==> src/common/blad_pkg.sv <==
// package for the boot loader and address decoder block
// assumes a single 250 MHz clock domain and an avalon-mm register master
package blad_pkg;
  // ==========================================================
  // timing
  localparam int unsigned CLK_HZ          = 250_000_000;
  localparam int unsigned BAUD_RATE       = 9600;
  localparam int unsigned BAUD_DIV        = CLK_HZ / BAUD_RATE;
  localparam int unsigned START_WAIT_MS   = 2000;
  localparam int unsigned START_WAIT_CYC  = (CLK_HZ / 1000) * START_WAIT_MS;
  localparam int unsigned XTAL_BITS       = 20;
  // ==========================================================
  // register offsets (byte addresses)
  localparam logic [3:0] OFF_TOP_ROM_SEL  = 4'h0;
  localparam logic [3:0] OFF_SLEEP_GATE   = 4'h4;
  localparam logic [3:0] OFF_BOOT_STATUS  = 4'h8;
  localparam logic [3:0] OFF_BOOT_ENTRY   = 4'hc;
  // field positions and reset values
  localparam int unsigned INTERNAL_ROM_SELECT_BIT        = 1;
  localparam int unsigned SLEEP_BIT       = 1;
  localparam logic [7:0] TOP_ROM_RESET    = 8'h02;
  localparam logic [7:0] SLEEP_RESET      = 8'h00;
  // ==========================================================
  // memory map
  localparam logic [15:0] CPU_REG_END     = 16'h001f;
  localparam logic [15:0] DEV_REG_END     = 16'h007f;
  localparam logic [15:0] RAM_END         = 16'h17ff;
  localparam logic [15:0] EXT_PROG_START  = 16'h1800;
  localparam logic [15:0] BANK_START      = 16'h8000;
  localparam logic [15:0] BANK_END        = 16'hbfff;
  localparam logic [15:0] TOP_ROM_START   = 16'hfe00;
  localparam logic [15:0] SLEEP_ADDR      = 16'hffff;
  localparam logic [15:0] RAM_RESET_VEC   = 16'h0ffe;
  localparam logic [15:0] VEC_REMAP_BASE  = 16'h0f00;
  // ==========================================================
  // serial protocol bytes
  localparam logic [7:0] CH_ZERO          = 8'h30;
  localparam logic [7:0] CH_HEX_FMT       = 8'h41;
  localparam logic [7:0] CH_BIN_FMT       = 8'h42;
  localparam logic [7:0] CH_S_LOW         = 8'h73;
  localparam logic [7:0] CH_S_UP          = 8'h53;
  localparam logic [7:0] CKSUM_BASE       = 8'hff;
  // reference divider codes sent to the radio chip
  localparam logic [1:0] XTAL_12M8        = 2'h0;
  localparam logic [1:0] XTAL_14M85       = 2'h1;
  localparam logic [1:0] XTAL_15M36       = 2'h2;

  typedef enum logic [2:0] {
    BLAD_REGION_CPU, BLAD_REGION_DEV, BLAD_REGION_RAM, BLAD_REGION_EXT,
    BLAD_REGION_BANK, BLAD_REGION_INTERNAL_ROM_SELECT
  } blad_region_e;

  typedef struct packed {
    logic        we;
    logic [15:0] addr;
    logic [7:0]  data;
  } blad_ram_wr_s;

  typedef struct packed {
    logic        valid;
    logic        rd;
    logic        wr;
    logic [15:0] addr;
  } blad_cpu_bus_s;
endpackage

==> src/core/blad_top.sv <==
// boot sequencer, serial download engine and system address decoder
// assumes serial rx and straps synchronous to clk_sys; ram is outside
//
// Summary of operation
// - service select sampled at reset release
// - classify crystal from strap, program divider
// - normal start jumps to 1800
// - service start enables serial rx, tx, interrupt
// - frames are 8 data, no parity, 1 stop
// - receive interrupt stays enabled after handover
// - no start code in 2 s means normal
// - 30h 41h selects hex record download
// - records s0 header, s1 data, s9 end
// - checksum is 255 minus byte sum mod 256
// - s9 type jumps via ram vector 0FFE
// - 30h 42h selects binary download, address bounds
// - binary done jumps to start address
// - interrupt vectors redirected into ram in service
// - decoder maps registers, ram, external, rom
// - active low read and write strobes
// - rom select bit routes top page, resets 1
// - sleep gate masks chip select at ffff
//
// The register offsets and register access over Avalon-MM were decided locally.
`timescale 1ns/1ps
module blad_top
  import blad_pkg::*;
#(
  parameter int unsigned START_WAIT = START_WAIT_CYC,
  parameter int unsigned BIT_DIV    = BAUD_DIV
) (
  input  wire logic                 clk_sys,
  input  wire logic                 resetn,
  input  wire logic                 service_select_input,
  input  wire logic                 radio_serial_data_line,
  input  wire logic                 serial_rxd,
  output logic                      serial_txd,
  output logic                      serial_rx_enable,
  output logic                      serial_tx_enable,
  output logic                      serial_rx_irq_enable,
  output logic [1:0]                reference_oscillator_divider,
  output logic                      divider_valid,
  output logic                      boot_done,
  output logic [15:0]               boot_entry,
  output blad_ram_wr_s              ram_wr,
  input  blad_cpu_bus_s             cpu_bus,
  output blad_region_e              region,
  output logic                      vector_remap,
  output logic [15:0]               mapped_addr,
  output logic                      program_memory_chip_select_n,
  output logic                      output_enable_n,
  output logic                      write_enable_n,
  input  wire logic [3:0]           avs_address,
  input  wire logic                 avs_read,
  input  wire logic                 avs_write,
  input  wire logic [31:0]          avs_writedata,
  output logic [31:0]               avs_readdata,
  output logic                      avs_waitrequest
);
  // ==========================================================
  // boot sequencer
  typedef enum logic [3:0] {
    ST_STRAP, ST_XTAL, ST_MODE, ST_WAIT0, ST_WAITF, ST_HX_S, ST_HX_T,
    ST_HX_BYTE, ST_BN_HDR, ST_BN_DATA, ST_DONE
  } blad_state_e;

  blad_state_e  state;
  logic         service;
  logic [4:0]   strap_cnt;
  logic         seen0;
  logic         seen1;
  logic [31:0]  wait_cnt;
  logic [7:0]   rx_byte;
  logic         rx_stb;
  logic         hex_hi;
  logic [3:0]   hex_nib;
  logic [7:0]   rec_cnt;
  logic [7:0]   rec_idx;
  logic [7:0]   cksum;
  logic         rec_data;
  logic [15:0]  load_addr;
  logic [15:0]  end_addr;
  logic [15:0]  start_addr;
  logic [1:0]   hdr_idx;
  logic [7:0]   top_rom_select_port;
  logic [7:0]   sleep_chip_select_gate_port;
  logic [7:0]   hex_val;
  logic [3:0]   hex_val_hi;
  logic         hex_ok;

  always_comb begin
    hex_ok  = 1'b1;
    hex_nib = 4'h0;
    if (rx_byte >= 8'h30 && rx_byte <= 8'h39) begin
      hex_nib = rx_byte[3:0];
    end else if ((rx_byte | 8'h20) >= 8'h61 && (rx_byte | 8'h20) <= 8'h66) begin
      hex_nib = rx_byte[3:0] + 4'h9;
    end else begin
      hex_ok = 1'b0;
    end
    hex_val = {hex_val_hi, hex_nib};
  end

  // ==========================================================
  // serial receiver: 8 data, no parity, 1 stop, lsb first
  logic [15:0]  rx_div;
  logic [3:0]   rx_bit;
  logic [8:0]   rx_sh;
  logic         rx_busy;

  always_ff @(posedge clk_sys) begin
    rx_stb <= 1'b0;
    if (!resetn || !serial_rx_enable) begin
      rx_busy <= 1'b0;
      rx_div  <= 16'h0000;
      rx_bit  <= 4'h0;
      rx_sh   <= 9'h000;
      rx_byte <= 8'h00;
    end else if (!rx_busy) begin
      if (!serial_rxd) begin
        rx_busy <= 1'b1;
        rx_div  <= 16'(BIT_DIV / 2);
        rx_bit  <= 4'h0;
      end
    end else if (rx_div != 16'h0000) begin
      rx_div <= rx_div - 16'h0001;
    end else begin
      rx_div <= 16'(BIT_DIV - 1);
      rx_sh  <= {serial_rxd, rx_sh[8:1]};
      rx_bit <= rx_bit + 4'h1;
      if (rx_bit == 4'h0 && serial_rxd) begin
        rx_busy <= 1'b0;
      end else if (rx_bit == 4'h9) begin
        rx_busy <= 1'b0;
        if (serial_rxd) begin
          rx_byte <= rx_sh[8:1];
          rx_stb  <= 1'b1;
        end
      end
    end
  end
  // transmitter idles marking; boot code never answers the host
  assign serial_txd = 1'b1;

  // ==========================================================
  // strap sampling and mode latch
  always_ff @(posedge clk_sys) begin
    if (!resetn) begin
      state     <= ST_STRAP;
      service   <= 1'b0;
      strap_cnt <= 5'h00;
      seen0     <= 1'b0;
      seen1     <= 1'b0;
      reference_oscillator_divider <= XTAL_15M36;
      divider_valid <= 1'b0;
      serial_rx_enable     <= 1'b0;
      serial_tx_enable     <= 1'b0;
      serial_rx_irq_enable <= 1'b0;
      vector_remap <= 1'b0;
      boot_done    <= 1'b0;
      boot_entry   <= 16'h0000;
      wait_cnt     <= 32'h0000_0000;
      hex_hi       <= 1'b0;
      hex_val_hi   <= 4'h0;
      rec_cnt      <= 8'h00;
      rec_idx      <= 8'h00;
      cksum        <= 8'h00;
      rec_data     <= 1'b0;
      load_addr    <= 16'h0000;
      end_addr     <= 16'h0000;
      start_addr   <= 16'h0000;
      hdr_idx      <= 2'h0;
      ram_wr       <= '0;
    end else begin
      ram_wr.we <= 1'b0;
      if (state != ST_STRAP && state != ST_DONE && wait_cnt != 32'hffff_ffff) begin
        wait_cnt <= wait_cnt + 32'h0000_0001;
      end
      case (state)
        ST_STRAP: begin
          service <= service_select_input;
          state   <= ST_XTAL;
        end
        ST_XTAL: begin
          if (radio_serial_data_line) seen1 <= 1'b1;
          else seen0 <= 1'b1;
          strap_cnt <= strap_cnt + 5'h01;
          if (strap_cnt == 5'(XTAL_BITS - 1)) state <= ST_MODE;
        end
        ST_MODE: begin
          divider_valid <= 1'b1;
          if (!seen1) reference_oscillator_divider <= XTAL_12M8;
          else if (!seen0) reference_oscillator_divider <= XTAL_15M36;
          else reference_oscillator_divider <= XTAL_14M85;
          if (service) begin
            serial_rx_enable     <= 1'b1;
            serial_tx_enable     <= 1'b1;
            serial_rx_irq_enable <= 1'b1;
            vector_remap         <= 1'b1;
            state <= ST_WAIT0;
          end else begin
            boot_entry <= EXT_PROG_START;
            boot_done  <= 1'b1;
            state      <= ST_DONE;
          end
        end
        ST_WAIT0, ST_WAITF: begin
          if (wait_cnt >= START_WAIT) begin
            vector_remap <= 1'b0;
            boot_entry   <= EXT_PROG_START;
            boot_done    <= 1'b1;
            state        <= ST_DONE;
          end else if (rx_stb) begin
            if (state == ST_WAITF && rx_byte == CH_HEX_FMT) state <= ST_HX_S;
            else if (state == ST_WAITF && rx_byte == CH_BIN_FMT) begin
              state   <= ST_BN_HDR;
              hdr_idx <= 2'h0;
            end else if (rx_byte == CH_ZERO) state <= ST_WAITF;
            else state <= ST_WAIT0;
          end
        end
        ST_HX_S: begin
          if (rx_stb && (rx_byte == CH_S_LOW || rx_byte == CH_S_UP)) state <= ST_HX_T;
        end
        ST_HX_T: begin
          if (rx_stb) begin
            if (rx_byte == 8'h39) begin
              boot_entry <= RAM_RESET_VEC;
              boot_done  <= 1'b1;
              state      <= ST_DONE;
            end else begin
              rec_data <= (rx_byte == 8'h31);
              rec_idx  <= 8'h00;
              cksum    <= 8'h00;
              hex_hi   <= 1'b1;
              state    <= ST_HX_BYTE;
            end
          end
        end
        ST_HX_BYTE: begin
          if (rx_stb && hex_ok) begin
            if (hex_hi) begin
              hex_val_hi <= hex_nib;
              hex_hi     <= 1'b0;
            end else begin
              hex_hi  <= 1'b1;
              rec_idx <= rec_idx + 8'h01;
              if (rec_idx == 8'h00) begin
                rec_cnt <= hex_val;
                cksum   <= hex_val;
              end else if (rec_idx == rec_cnt) begin
                // bad checksum is not acted on; writes already made stand
                if (8'(CKSUM_BASE - cksum) != hex_val) begin end
                state <= ST_HX_S;
              end else begin
                cksum <= cksum + hex_val;
                if (rec_idx == 8'h01) load_addr[15:8] <= hex_val;
                else if (rec_idx == 8'h02) load_addr[7:0] <= hex_val;
                else if (rec_data) begin
                  ram_wr.we   <= 1'b1;
                  ram_wr.addr <= load_addr;
                  ram_wr.data <= hex_val;
                  load_addr   <= load_addr + 16'h0001;
                end
              end
            end
          end
        end
        ST_BN_HDR: begin
          if (rx_stb) begin
            hdr_idx <= hdr_idx + 2'h1;
            case (hdr_idx)
              2'h0: start_addr[15:8] <= rx_byte;
              2'h1: start_addr[7:0]  <= rx_byte;
              2'h2: end_addr[15:8]   <= rx_byte;
              default: begin
                end_addr[7:0] <= rx_byte;
                load_addr     <= start_addr;
                state         <= ST_BN_DATA;
              end
            endcase
          end
        end
        ST_BN_DATA: begin
          if (load_addr == end_addr) begin
            boot_entry <= start_addr;
            boot_done  <= 1'b1;
            state      <= ST_DONE;
          end else if (rx_stb) begin
            ram_wr.we   <= 1'b1;
            ram_wr.addr <= load_addr;
            ram_wr.data <= rx_byte;
            load_addr   <= load_addr + 16'h0001;
          end
        end
        ST_DONE: begin
          state <= ST_DONE;
        end
        default: state <= ST_STRAP;
      endcase
    end
  end

  // ==========================================================
  // address decoder
  logic internal_rom_select_sel;
  logic sleep_gate;
  logic ext_hit;
  assign internal_rom_select_sel   = top_rom_select_port[INTERNAL_ROM_SELECT_BIT];
  assign sleep_gate = sleep_chip_select_gate_port[SLEEP_BIT];

  always_comb begin
    if (cpu_bus.addr <= CPU_REG_END) region = BLAD_REGION_CPU;
    else if (cpu_bus.addr <= DEV_REG_END) region = BLAD_REGION_DEV;
    else if (cpu_bus.addr <= RAM_END) region = BLAD_REGION_RAM;
    else if (cpu_bus.addr >= BANK_START && cpu_bus.addr <= BANK_END) region = BLAD_REGION_BANK;
    else if (cpu_bus.addr >= TOP_ROM_START && internal_rom_select_sel) region = BLAD_REGION_INTERNAL_ROM_SELECT;
    else region = BLAD_REGION_EXT;
    // vectors fetched in the top page land in ram while remapped
    mapped_addr = cpu_bus.addr;
    if (vector_remap && cpu_bus.addr[15:4] == 12'hfff) begin
      mapped_addr = {VEC_REMAP_BASE[15:8], cpu_bus.addr[7:0]};
    end else if (vector_remap && cpu_bus.addr[15:4] == 12'hffe) begin
      mapped_addr = {VEC_REMAP_BASE[15:8], cpu_bus.addr[7:0]};
    end
  end

  assign ext_hit = cpu_bus.valid && (region == BLAD_REGION_EXT || region == BLAD_REGION_BANK)
                   && !(sleep_gate && cpu_bus.addr == SLEEP_ADDR);

  // strobes registered so they are glitch free toward memories
  always_ff @(posedge clk_sys) begin
    if (!resetn) begin
      program_memory_chip_select_n <= 1'b1;
      output_enable_n <= 1'b1;
      write_enable_n  <= 1'b1;
    end else begin
      program_memory_chip_select_n <= !ext_hit;
      output_enable_n <= !(ext_hit && cpu_bus.rd);
      write_enable_n  <= !(ext_hit && cpu_bus.wr && !cpu_bus.rd);
    end
  end

  // ==========================================================
  // avalon-mm slave, one wait state on reads
  logic rd_pend;
  always_ff @(posedge clk_sys) begin
    if (!resetn) begin
      top_rom_select_port <= TOP_ROM_RESET;
      sleep_chip_select_gate_port <= SLEEP_RESET;
      rd_pend      <= 1'b0;
      avs_readdata <= 32'h0000_0000;
    end else begin
      rd_pend <= avs_read && !rd_pend;
      if (avs_write) begin
        case (avs_address)
          OFF_TOP_ROM_SEL: top_rom_select_port <= avs_writedata[7:0];
          OFF_SLEEP_GATE:  sleep_chip_select_gate_port <= avs_writedata[7:0];
          default: ;
        endcase
      end
      if (avs_read && !rd_pend) begin
        case (avs_address)
          OFF_TOP_ROM_SEL: avs_readdata <= {24'h00_0000, top_rom_select_port};
          OFF_SLEEP_GATE:  avs_readdata <= {24'h00_0000, sleep_chip_select_gate_port};
          OFF_BOOT_STATUS: avs_readdata <= {24'h00_0000, 4'h0, divider_valid,
                                             reference_oscillator_divider, boot_done};
          OFF_BOOT_ENTRY:  avs_readdata <= {16'h0000, boot_entry};
          default:         avs_readdata <= 32'h0000_0000;
        endcase
      end
    end
  end
  assign avs_waitrequest = avs_read && !rd_pend;
endmodule

==> config.mk <==
export PLATFORM = sky130hd
export DESIGN_NAME = blad_top
export DESIGN_NICKNAME = d
export VERILOG_FILES = /design/src/common/blad_pkg.sv /design/src/core/blad_top.sv
export SDC_FILE = /design/constraint.sdc
export NUM_CORES = 1
export LEC_CHECK = 0
export ABC_AREA = 1
export BUFFER_PORTS_ARGS = -buffer_cell sky130_fd_sc_hd__buf_4
export CAP_MARGIN = 15
export CORE_MARGIN = 8
export CORE_UTILIZATION = 33
export CTS_BUF_LIST = sky130_fd_sc_hd__clkbuf_8
export DETAILED_ROUTE_END_ITERATION = 6
export HOLD_SLACK_MARGIN = 0.12
export PLACE_DENSITY = 0.53
export SETUP_SLACK_MARGIN = 0.05
export SLEW_MARGIN = 15
export SYNTH_ARGS = -nofsm -noshare
export SYNTH_HDL_FRONTEND = slang
export SYNTH_SLANG_ARGS = --single-unit
==> constraint.sdc <==
create_clock -name clk_sys -period 2.85 [get_ports clk_sys]
set_input_delay 0.1425 -clock clk_sys [delete_from_list [all_inputs] [get_ports clk_sys]]
set_output_delay 0.1425 -clock clk_sys [all_outputs]
set_load 0.01 [all_outputs]
==> results of run 1 <==
[layout make-up]
cell class              count  area, um^2
clock buffers              57         785
clock inverters            20         104
fillers                  4119       23000
inverters                 221         831
multi-input cells        1401        6670
flip-flops and latches    237        4740
well taps                 518         648
repair buffers            197        1600
[registers in the layout, indices dropped and copies added, names as in the netlist, 16 cells and up]
| register | flops |
|---|---|
| avs_readdata | 16 |
| ram_wr | 25 |
| load_addr | 16 |
| boot_entry | 16 |
| end_addr | 16 |
| start_addr | 16 |
| wait_cnt | 32 |
| rx_div | 16 |
[worst max-delay path, cell delays in order]
cell	delay [ns]
dlygate4sd3_1	0.54
buf_4	0.13
nor2_1	0.18
nand2_1	0.25
inv_1	0.16
nand2_1	0.27
o21ai_0	0.22
dlygate4sd3_1	0.57
a21oi_1	0.04
dlygate4sd3_1	0.56
[kinds of logic (layout without fill, tap and decap cells)]
kind of cell    after synthesis  in the layout
compound gates              399            399
xor+xnor                     36             36
fa+ha+maj                    21             21
buf+inv                     324            495
flops                       237            237
other cells                   2             17
simple gates                928            928
[power by group]
group	switching (W)	total [W]	leakage, nW	internal [W]
sequential	0.000295	0.00387	1.92	0.00358
combinational	0.00151	0.00236	4.04	0.000854
clock	0.00149	0.00329	0.514	0.00180
total	0.00330	0.00953	6.47	0.00623
[cells in the mapped netlist (4+ instances only)]
master      n
buf_2      15
o22ai_1    13
nor3_1     44
and3_1      5
xnor2_1     6
nor4_1      4
nand4_1    24
a211oi_1    5
o21bai_1   11
buf_6       4
nand2_1   489
inv_1     212
clkbuf_1   46
nand3_1   114
o211ai_1    7
nand2_2     8
inv_2       8
dfxtp_1   237
o21ai_0   134
nor2_2      5
ha_1       21
xor2_1     30
buf_4      33
a21oi_1   211
a31oi_1     7
nor2_1    220
[layer usage]
metal	share of wire [%]	track usage [%]	up-vias	routed length (um)
met5	0	0	-	0
met1	48	24.0	5808	19400
met2	43	27.7	392	17400
met3	6.9	3.11	64	2790
met4	2.3	5.78	0	913
li1	-	-	6577	-
[metrics by stage]
stage / worst slack (ns) / cell area [um^2] / total power, W / utilization [%] / std cells
3_5_place_dp: 0.459 / 14100 / 0.00626 / 36.8 / 2537
4_1_cts: 0.319 / 15400 / 0.00966 / 40.1 / 2651
2_1_floorplan: 0.874 / 12800 / 0.00538 / - / 1962
3_3_place_gp: 0.535 / 14100 / 0.00625 / 36.8 / 2537
6_report: 0.267 / 15400 / 0.00953 / 40.1 / 2651
5_1_grt: 0.0516 / 15400 / 0.0101 / 40.1 / 2651
[repair_timing]
item | in CTS | in global routing
buffers inserted | 0 | 0
hold buffers | 37 | 0
hold endpoints to repair | 114 | 0
endpoints found under the setup margin | 0 | 0
[worst paths after layout]
check | startpoint | to | slack, ns | cells after the start
worst min-delay path | avs_address[1] | avs_readdata[15] | 0.19 | 6
worst max register to register | rx_byte[1] | rec_cnt[7] | 0.43 | 11
worst min register to register | sleep_chip_select_gate_port[4] | sleep_chip_select_gate_port[4] | 0.45 | 2
worst max-delay path | avs_address[0] | top_rom_select_port[3] | 0.27 | 10
==> summary.md, run 1 <==
| Metric | Value |
|---|---|
| PwrDens | `620 mW/mm^2` |
| Area grow syn2layout | `20.5%` |
| Antenna cell count | `0` |
| Rows | `72` |
| CTS Root Cell | `clkbuf_8` |
| RSZ-0062 raised after global routing | `no` |
| CTS Buffer Depth | `3` |
| Startpoint class of the critical path | `primary input` |
| Clock Sinks | `237` |
| Fin nets | `2185` |
| Die Y-Extent | `213 um` |
| Largest family of logic cells by synthesized area | `simple AND/OR/NAND/NOR gates` |
| Leading area contributor after synthesis | `dfxtp_1` |
| DRC | `0` |
| Status | `finished, final reports clean` |
| Core Footprint | `0.0384 mm^2` |
| Initial Util | `33.2%` |
| Worst-Skew Late Latency | `0.61 ns` |
| Hold_ws | `0.191 ns` |
| Crit path kind | `primary input to flop` |
| CTS clk-pin slew, worst paths | `0.06 ns` |
| Die W | `213 um` |
| Critical Path Sink Type | `flop` |
| HPWL Detailed | `29800 um` |
| Port Buffers | `125` |
| Yosys top cell area share | `37.2%` |
| Avg Cell Area, Syn | `6.55 um^2` |
| Required @ worst endpoint | `3.35 ns` |
| Slew Limit Fails | `0` |
| Synth Area in Simple Gates | `30.6%` |
| Yosys warnings | `0` |
| Clock Skews | `0.0459 ns` |
| Final ANT Viol Nets | `0` |
| Post-synthesis compound-gate area fraction | `16.7%` |
| Setup violators final | `0` |
| Synth Flop Type | `dfxtp_1` |
| Most frequent cells in the layout | `489 x nand2_1, 237 x dfxtp_1, 226 x inv_1` |
| Measured slew at the worst slew-check pin | `0.586 ns` |
| Total grt overflow | `0` |
| Maxcap violations | `0` |
| Largest net degree at the start of global routing | `101` |
| Total clock buffers created by CTS | `44` |
| Number of gates resized after cts | `0` |
| Max Fclk | `0.387 GHz` |
| Final Wtd Congestion | `0.893` |
| Via count | `12800` |
| Post-Synth Adder-Cell Area | `2.06%` |
| Sequential fraction of the synthesis area | `37.2%` |
| Post-synth ARST share | `0%` |
| Crit path DAT | `3.08 ns` |
| Fraction of layout cells with a size suffix above 1 | `12.1%` |
| Initial antenna violation count | `0` |
| Syn Inst Count | `1947` |
| Routed wire per std cell | `15.3 um` |
| DR vias/cell | `4.84` |
| Tmin final | `2.58 ns` |
| Min-Delay Path Class | `primary input to flop` |
| Synth Area in XOR/XNOR | `2.47%` |
| IO Pins | `167` |
| Vias in the first global route | `12200` |
| Crit Path Max Fanout | `13` |
| Global-route usage over all layers | `17.6%` |
| Cell Area, Synth | `0.0128 mm^2` |
| Initial DRC Count | `919` |
| Die area | `0.0452 mm^2` |
| TNS Setup | `0 ns` |
| Post-synth EDFFs | `0` |
| Final Hold Violating Endpoints | `0` |
| H-Tree Depth | `2` |
| Wire length of the first global-routing pass | `64500 um` |
| DR pass1 iterations | `5` |
| Area contributors post-synth | `dfxtp_1 37%, nand2_1 14%, a21oi_1 8.3%` |
| Post-synth cell types | `48` |
| Post-synthesis mux area share | `0%` |
| Synthesis-stage register bit count | `237` |
| Period utilization | `90.6%` |
| Max VDD drop | `0.303 mV` |
| Slew headroom | `60.6%` |
| Total Routed Length | `40500 um` |
| CTS tree | `done` |
| Leading cell type in the layout, fill and taps excluded | `nand2_1` |
| Leakage | `6.47 nW` |
No activity file was read; power rests on OpenSTA's default activity.
==> run 2: changes to the inputs <==
Clock period 2.85 ns to 2.5 ns, I/O delays scaled along.
==> run 2 against run 1 <==
Effect of this change: cell area down 0.42%; count of clock-buffer cells in the layout is 7 lower; cell count is essentially flat; critical path depth fell by 2; clock power is 5% higher; largest cell class unchanged; highest routed layer unchanged.
==> summary.md, run 2 (synthesis results as in run 1) <==
| Metric | Value |
|---|---|
| Status | `finished, final reports clean` |
| Slew headroom | `56.9% (-3.7 points)` |
| Measured slew at the worst slew-check pin | `0.641 ns (+0.0546 ns)` |
| Finished Core Util | `39.9% (-0.17 points)` |
| CTS tree | `done` |
| PwrDens | `691 mW/mm^2 (+11%)` |
| Biggest register | `wait_cnt` |
| H-Tree Depth | `2 (unchanged)` |
| Slew Limit Fails | `0 (unchanged)` |
| Clock Skews | `0.0212 ns (-0.0246 ns)` |
| Slowest cell on the critical path | `dlygate4sd3_1` |
| Vias in the first global route | `12100 (-1.4%)` |
| Required @ worst endpoint | `2.97 ns (-0.38 ns)` |
| Leakage | `6.44 nW (-0.34%)` |
| RSZ-0062 raised after global routing | `no` |
| P_sw | `0.00371 W (+12%)` |
| IO Pins | `167 (unchanged)` |
| CTS Root Cell | `clkbuf_8` |
| Crit-path max cell delay | `0.59 ns (+0.02 ns)` |
| Comb pwr share | `25.9% (+1.1 points)` |
| Fin nets | `2191 (+0.27%)` |
| Period utilization | `91.6%` |
| Wire length of the first global-routing pass | `64200 um (-0.50%)` |
| Most frequent cells in the layout | `489 x nand2_1, 237 x dfxtp_1, 228 x inv_1` |
| Via count | `12900 (+0.34%)` |
| Final Worst Setup Slack | `0.211 ns (-0.0558 ns)` |
| Routed wire per std cell | `15.4 um (+0.76%)` |
| Global-route usage over all layers | `17.5% (-0.033 points)` |
| CTS clk-pin slew, worst paths | `0.05 ns (about the same)` |
| Final Hold Violating Endpoints | `0 (unchanged)` |
| DRC | `0 (unchanged)` |
| Largest registers | `wait_cnt x32, ram_wr x25` |
| DP Worst Slack | `0.231 ns (-0.228 ns)` |
| Core Footprint | `0.0384 mm^2 (unchanged)` |
| CTS Buffer Depth | `3 (unchanged)` |
| Maxcap violations | `0 (unchanged)` |
| Setup violators final | `0 (unchanged)` |
| Min-Delay Path Class | `primary input to flop` |
| DR pass1 iterations | `5 (unchanged)` |
| HPWL Detailed | `30200 um (+1.3%)` |
| Switch share | `35.0% (+0.46 points)` |
| Final ANT Viol Nets | `0 (unchanged)` |
| Hold_ws | `0.174 ns (-0.0170 ns)` |
| Total grt overflow | `0 (unchanged)` |
| Sequential power share | `41.6% (+1.0 points)` |
| Critical-path cell list | `dlygate4sd3_1, buf_4, buf_12, nand2_1, nor2_1, dlygate4sd3_1, nand4_1, dlygate4sd3_1` |
| Clk pwr share | `32.5% (-2.0 points)` |
| Total Power | `0.0106 W (+11%)` |
| Worst-Skew Late Latency | `0.59 ns (-0.02 ns)` |
| Largest net degree at the start of global routing | `101 (unchanged)` |
| Port Buffers | `125 (unchanged)` |
| Crit path DAT | `2.76 ns (-0.32 ns)` |
| Area grow syn2layout | `20.0%` |
| Initial DRC Count | `852 (-7.3%)` |
| Tmin final | `2.29 ns` |
| Clock Sinks | `237 (unchanged)` |
| Final Wtd Congestion | `0.905 (+1.3%)` |
| Initial antenna violation count | `0 (unchanged)` |
| Total clock buffers created by CTS | `45 (+2.3%)` |
| Fraction of layout cells with a size suffix above 1 | `12.3% (+0.24 points)` |
| Initial Util | `33.2% (unchanged)` |
| Max VDD drop | `0.328 mV (+8.0%)` |
| Total Routed Length | `40800 um (+0.73%)` |
| Die Y-Extent | `213 um (unchanged)` |
| Die area | `0.0452 mm^2 (unchanged)` |
| Die W | `213 um (unchanged)` |
| Crit path kind | `primary input to flop` |
| Crit Path Max Fanout | `100 (+87)` |
| Leading cell type in the layout, fill and taps excluded | `nand2_1` |
| Startpoint class of the critical path | `primary input` |
| Critical Path Sink Type | `flop` |
| Max Fclk | `0.437 GHz` |
| Rows | `72 (unchanged)` |
| Worst path most repeated cell | `dlygate4sd3_1` |
| TNS Setup | `0 ns (unchanged)` |
| Pint | `0.00687 W (+10%)` |
| Antenna cell count | `0 (unchanged)` |
| Flip-flop count of the largest register after layout | `32 (unchanged)` |
| DR vias/cell | `4.86 (+0.38%)` |
==> run 2: worst paths after layout <==
check | startpoint | end | slack (ns) | depth (start not counted)
worst max-delay path | resetn | output_enable_n | 0.21 | 8
worst min-delay path | cpu_bus[15] | program_memory_chip_select_n | 0.17 | 6
worst max register to register | rx_byte[0] | rec_cnt[7] | 0.23 | 11
worst min register to register | top_rom_select_port[2] | top_rom_select_port[2] | 0.46 | 2
==> run 2: critical path, delay by kind of cell <==
kind / cells / cell delay [ns]
and+or+nand+nor: 3 / 0.35
buffers and inverters: 5 / 2.12
==> run 2: area by class of cell <==
| type | instances | area, um^2 |
|---|---|---|
| timing repair buffer | 202 | 1620 |
| sequential | 237 | 4740 |
| inverter | 221 | 833 |
| tap | 518 | 648 |
| multi-input combinational | 1401 | 6680 |
| clock inverter | 21 | 98.8 |
| clock buffer | 50 | 688 |
| fill | 4137 | 23100 |
==> run 2: per-stage QoR <==
step | cell area (um^2) | instances
6_report | 15300 | 2650
5_1_grt | 15300 | 2650
4_1_cts | 15300 | 2649
3_5_place_dp | 14200 | 2547
3_3_place_gp | 14200 | 2547
2_1_floorplan | 12800 | 1962
==> run 2: metal layers <==
layer / track usage, % / wire length [um] / up-vias
li1: - / - / 6568
met1: 23.9 / 19400 / 5940
met2: 27.9 / 17900 / 325
met3: 3.30 / 2710 / 52
met4: 5.19 / 717 / 0
met5: 0 / 0 / -
==> run 2: repair_timing <==
action | CTS | global route
gates resized for setup | 0 | 5
hold buffers | 31 | 0
endpoints found under the hold margin | 86 | 0
setup buffers | 0 | 2
endpoints found under the setup margin | 0 | 19
==> run 2: power by group through the flow <==
stage                     logic (W)  clock network, W  registers, W
after floorplan             0.00173                 0       0.00440
after global placement      0.00266                 0       0.00446
after detailed placement    0.00269                 0       0.00447
after CTS                   0.00274           0.00357       0.00439
after global routing        0.00307           0.00376       0.00443
final                       0.00274           0.00344       0.00439
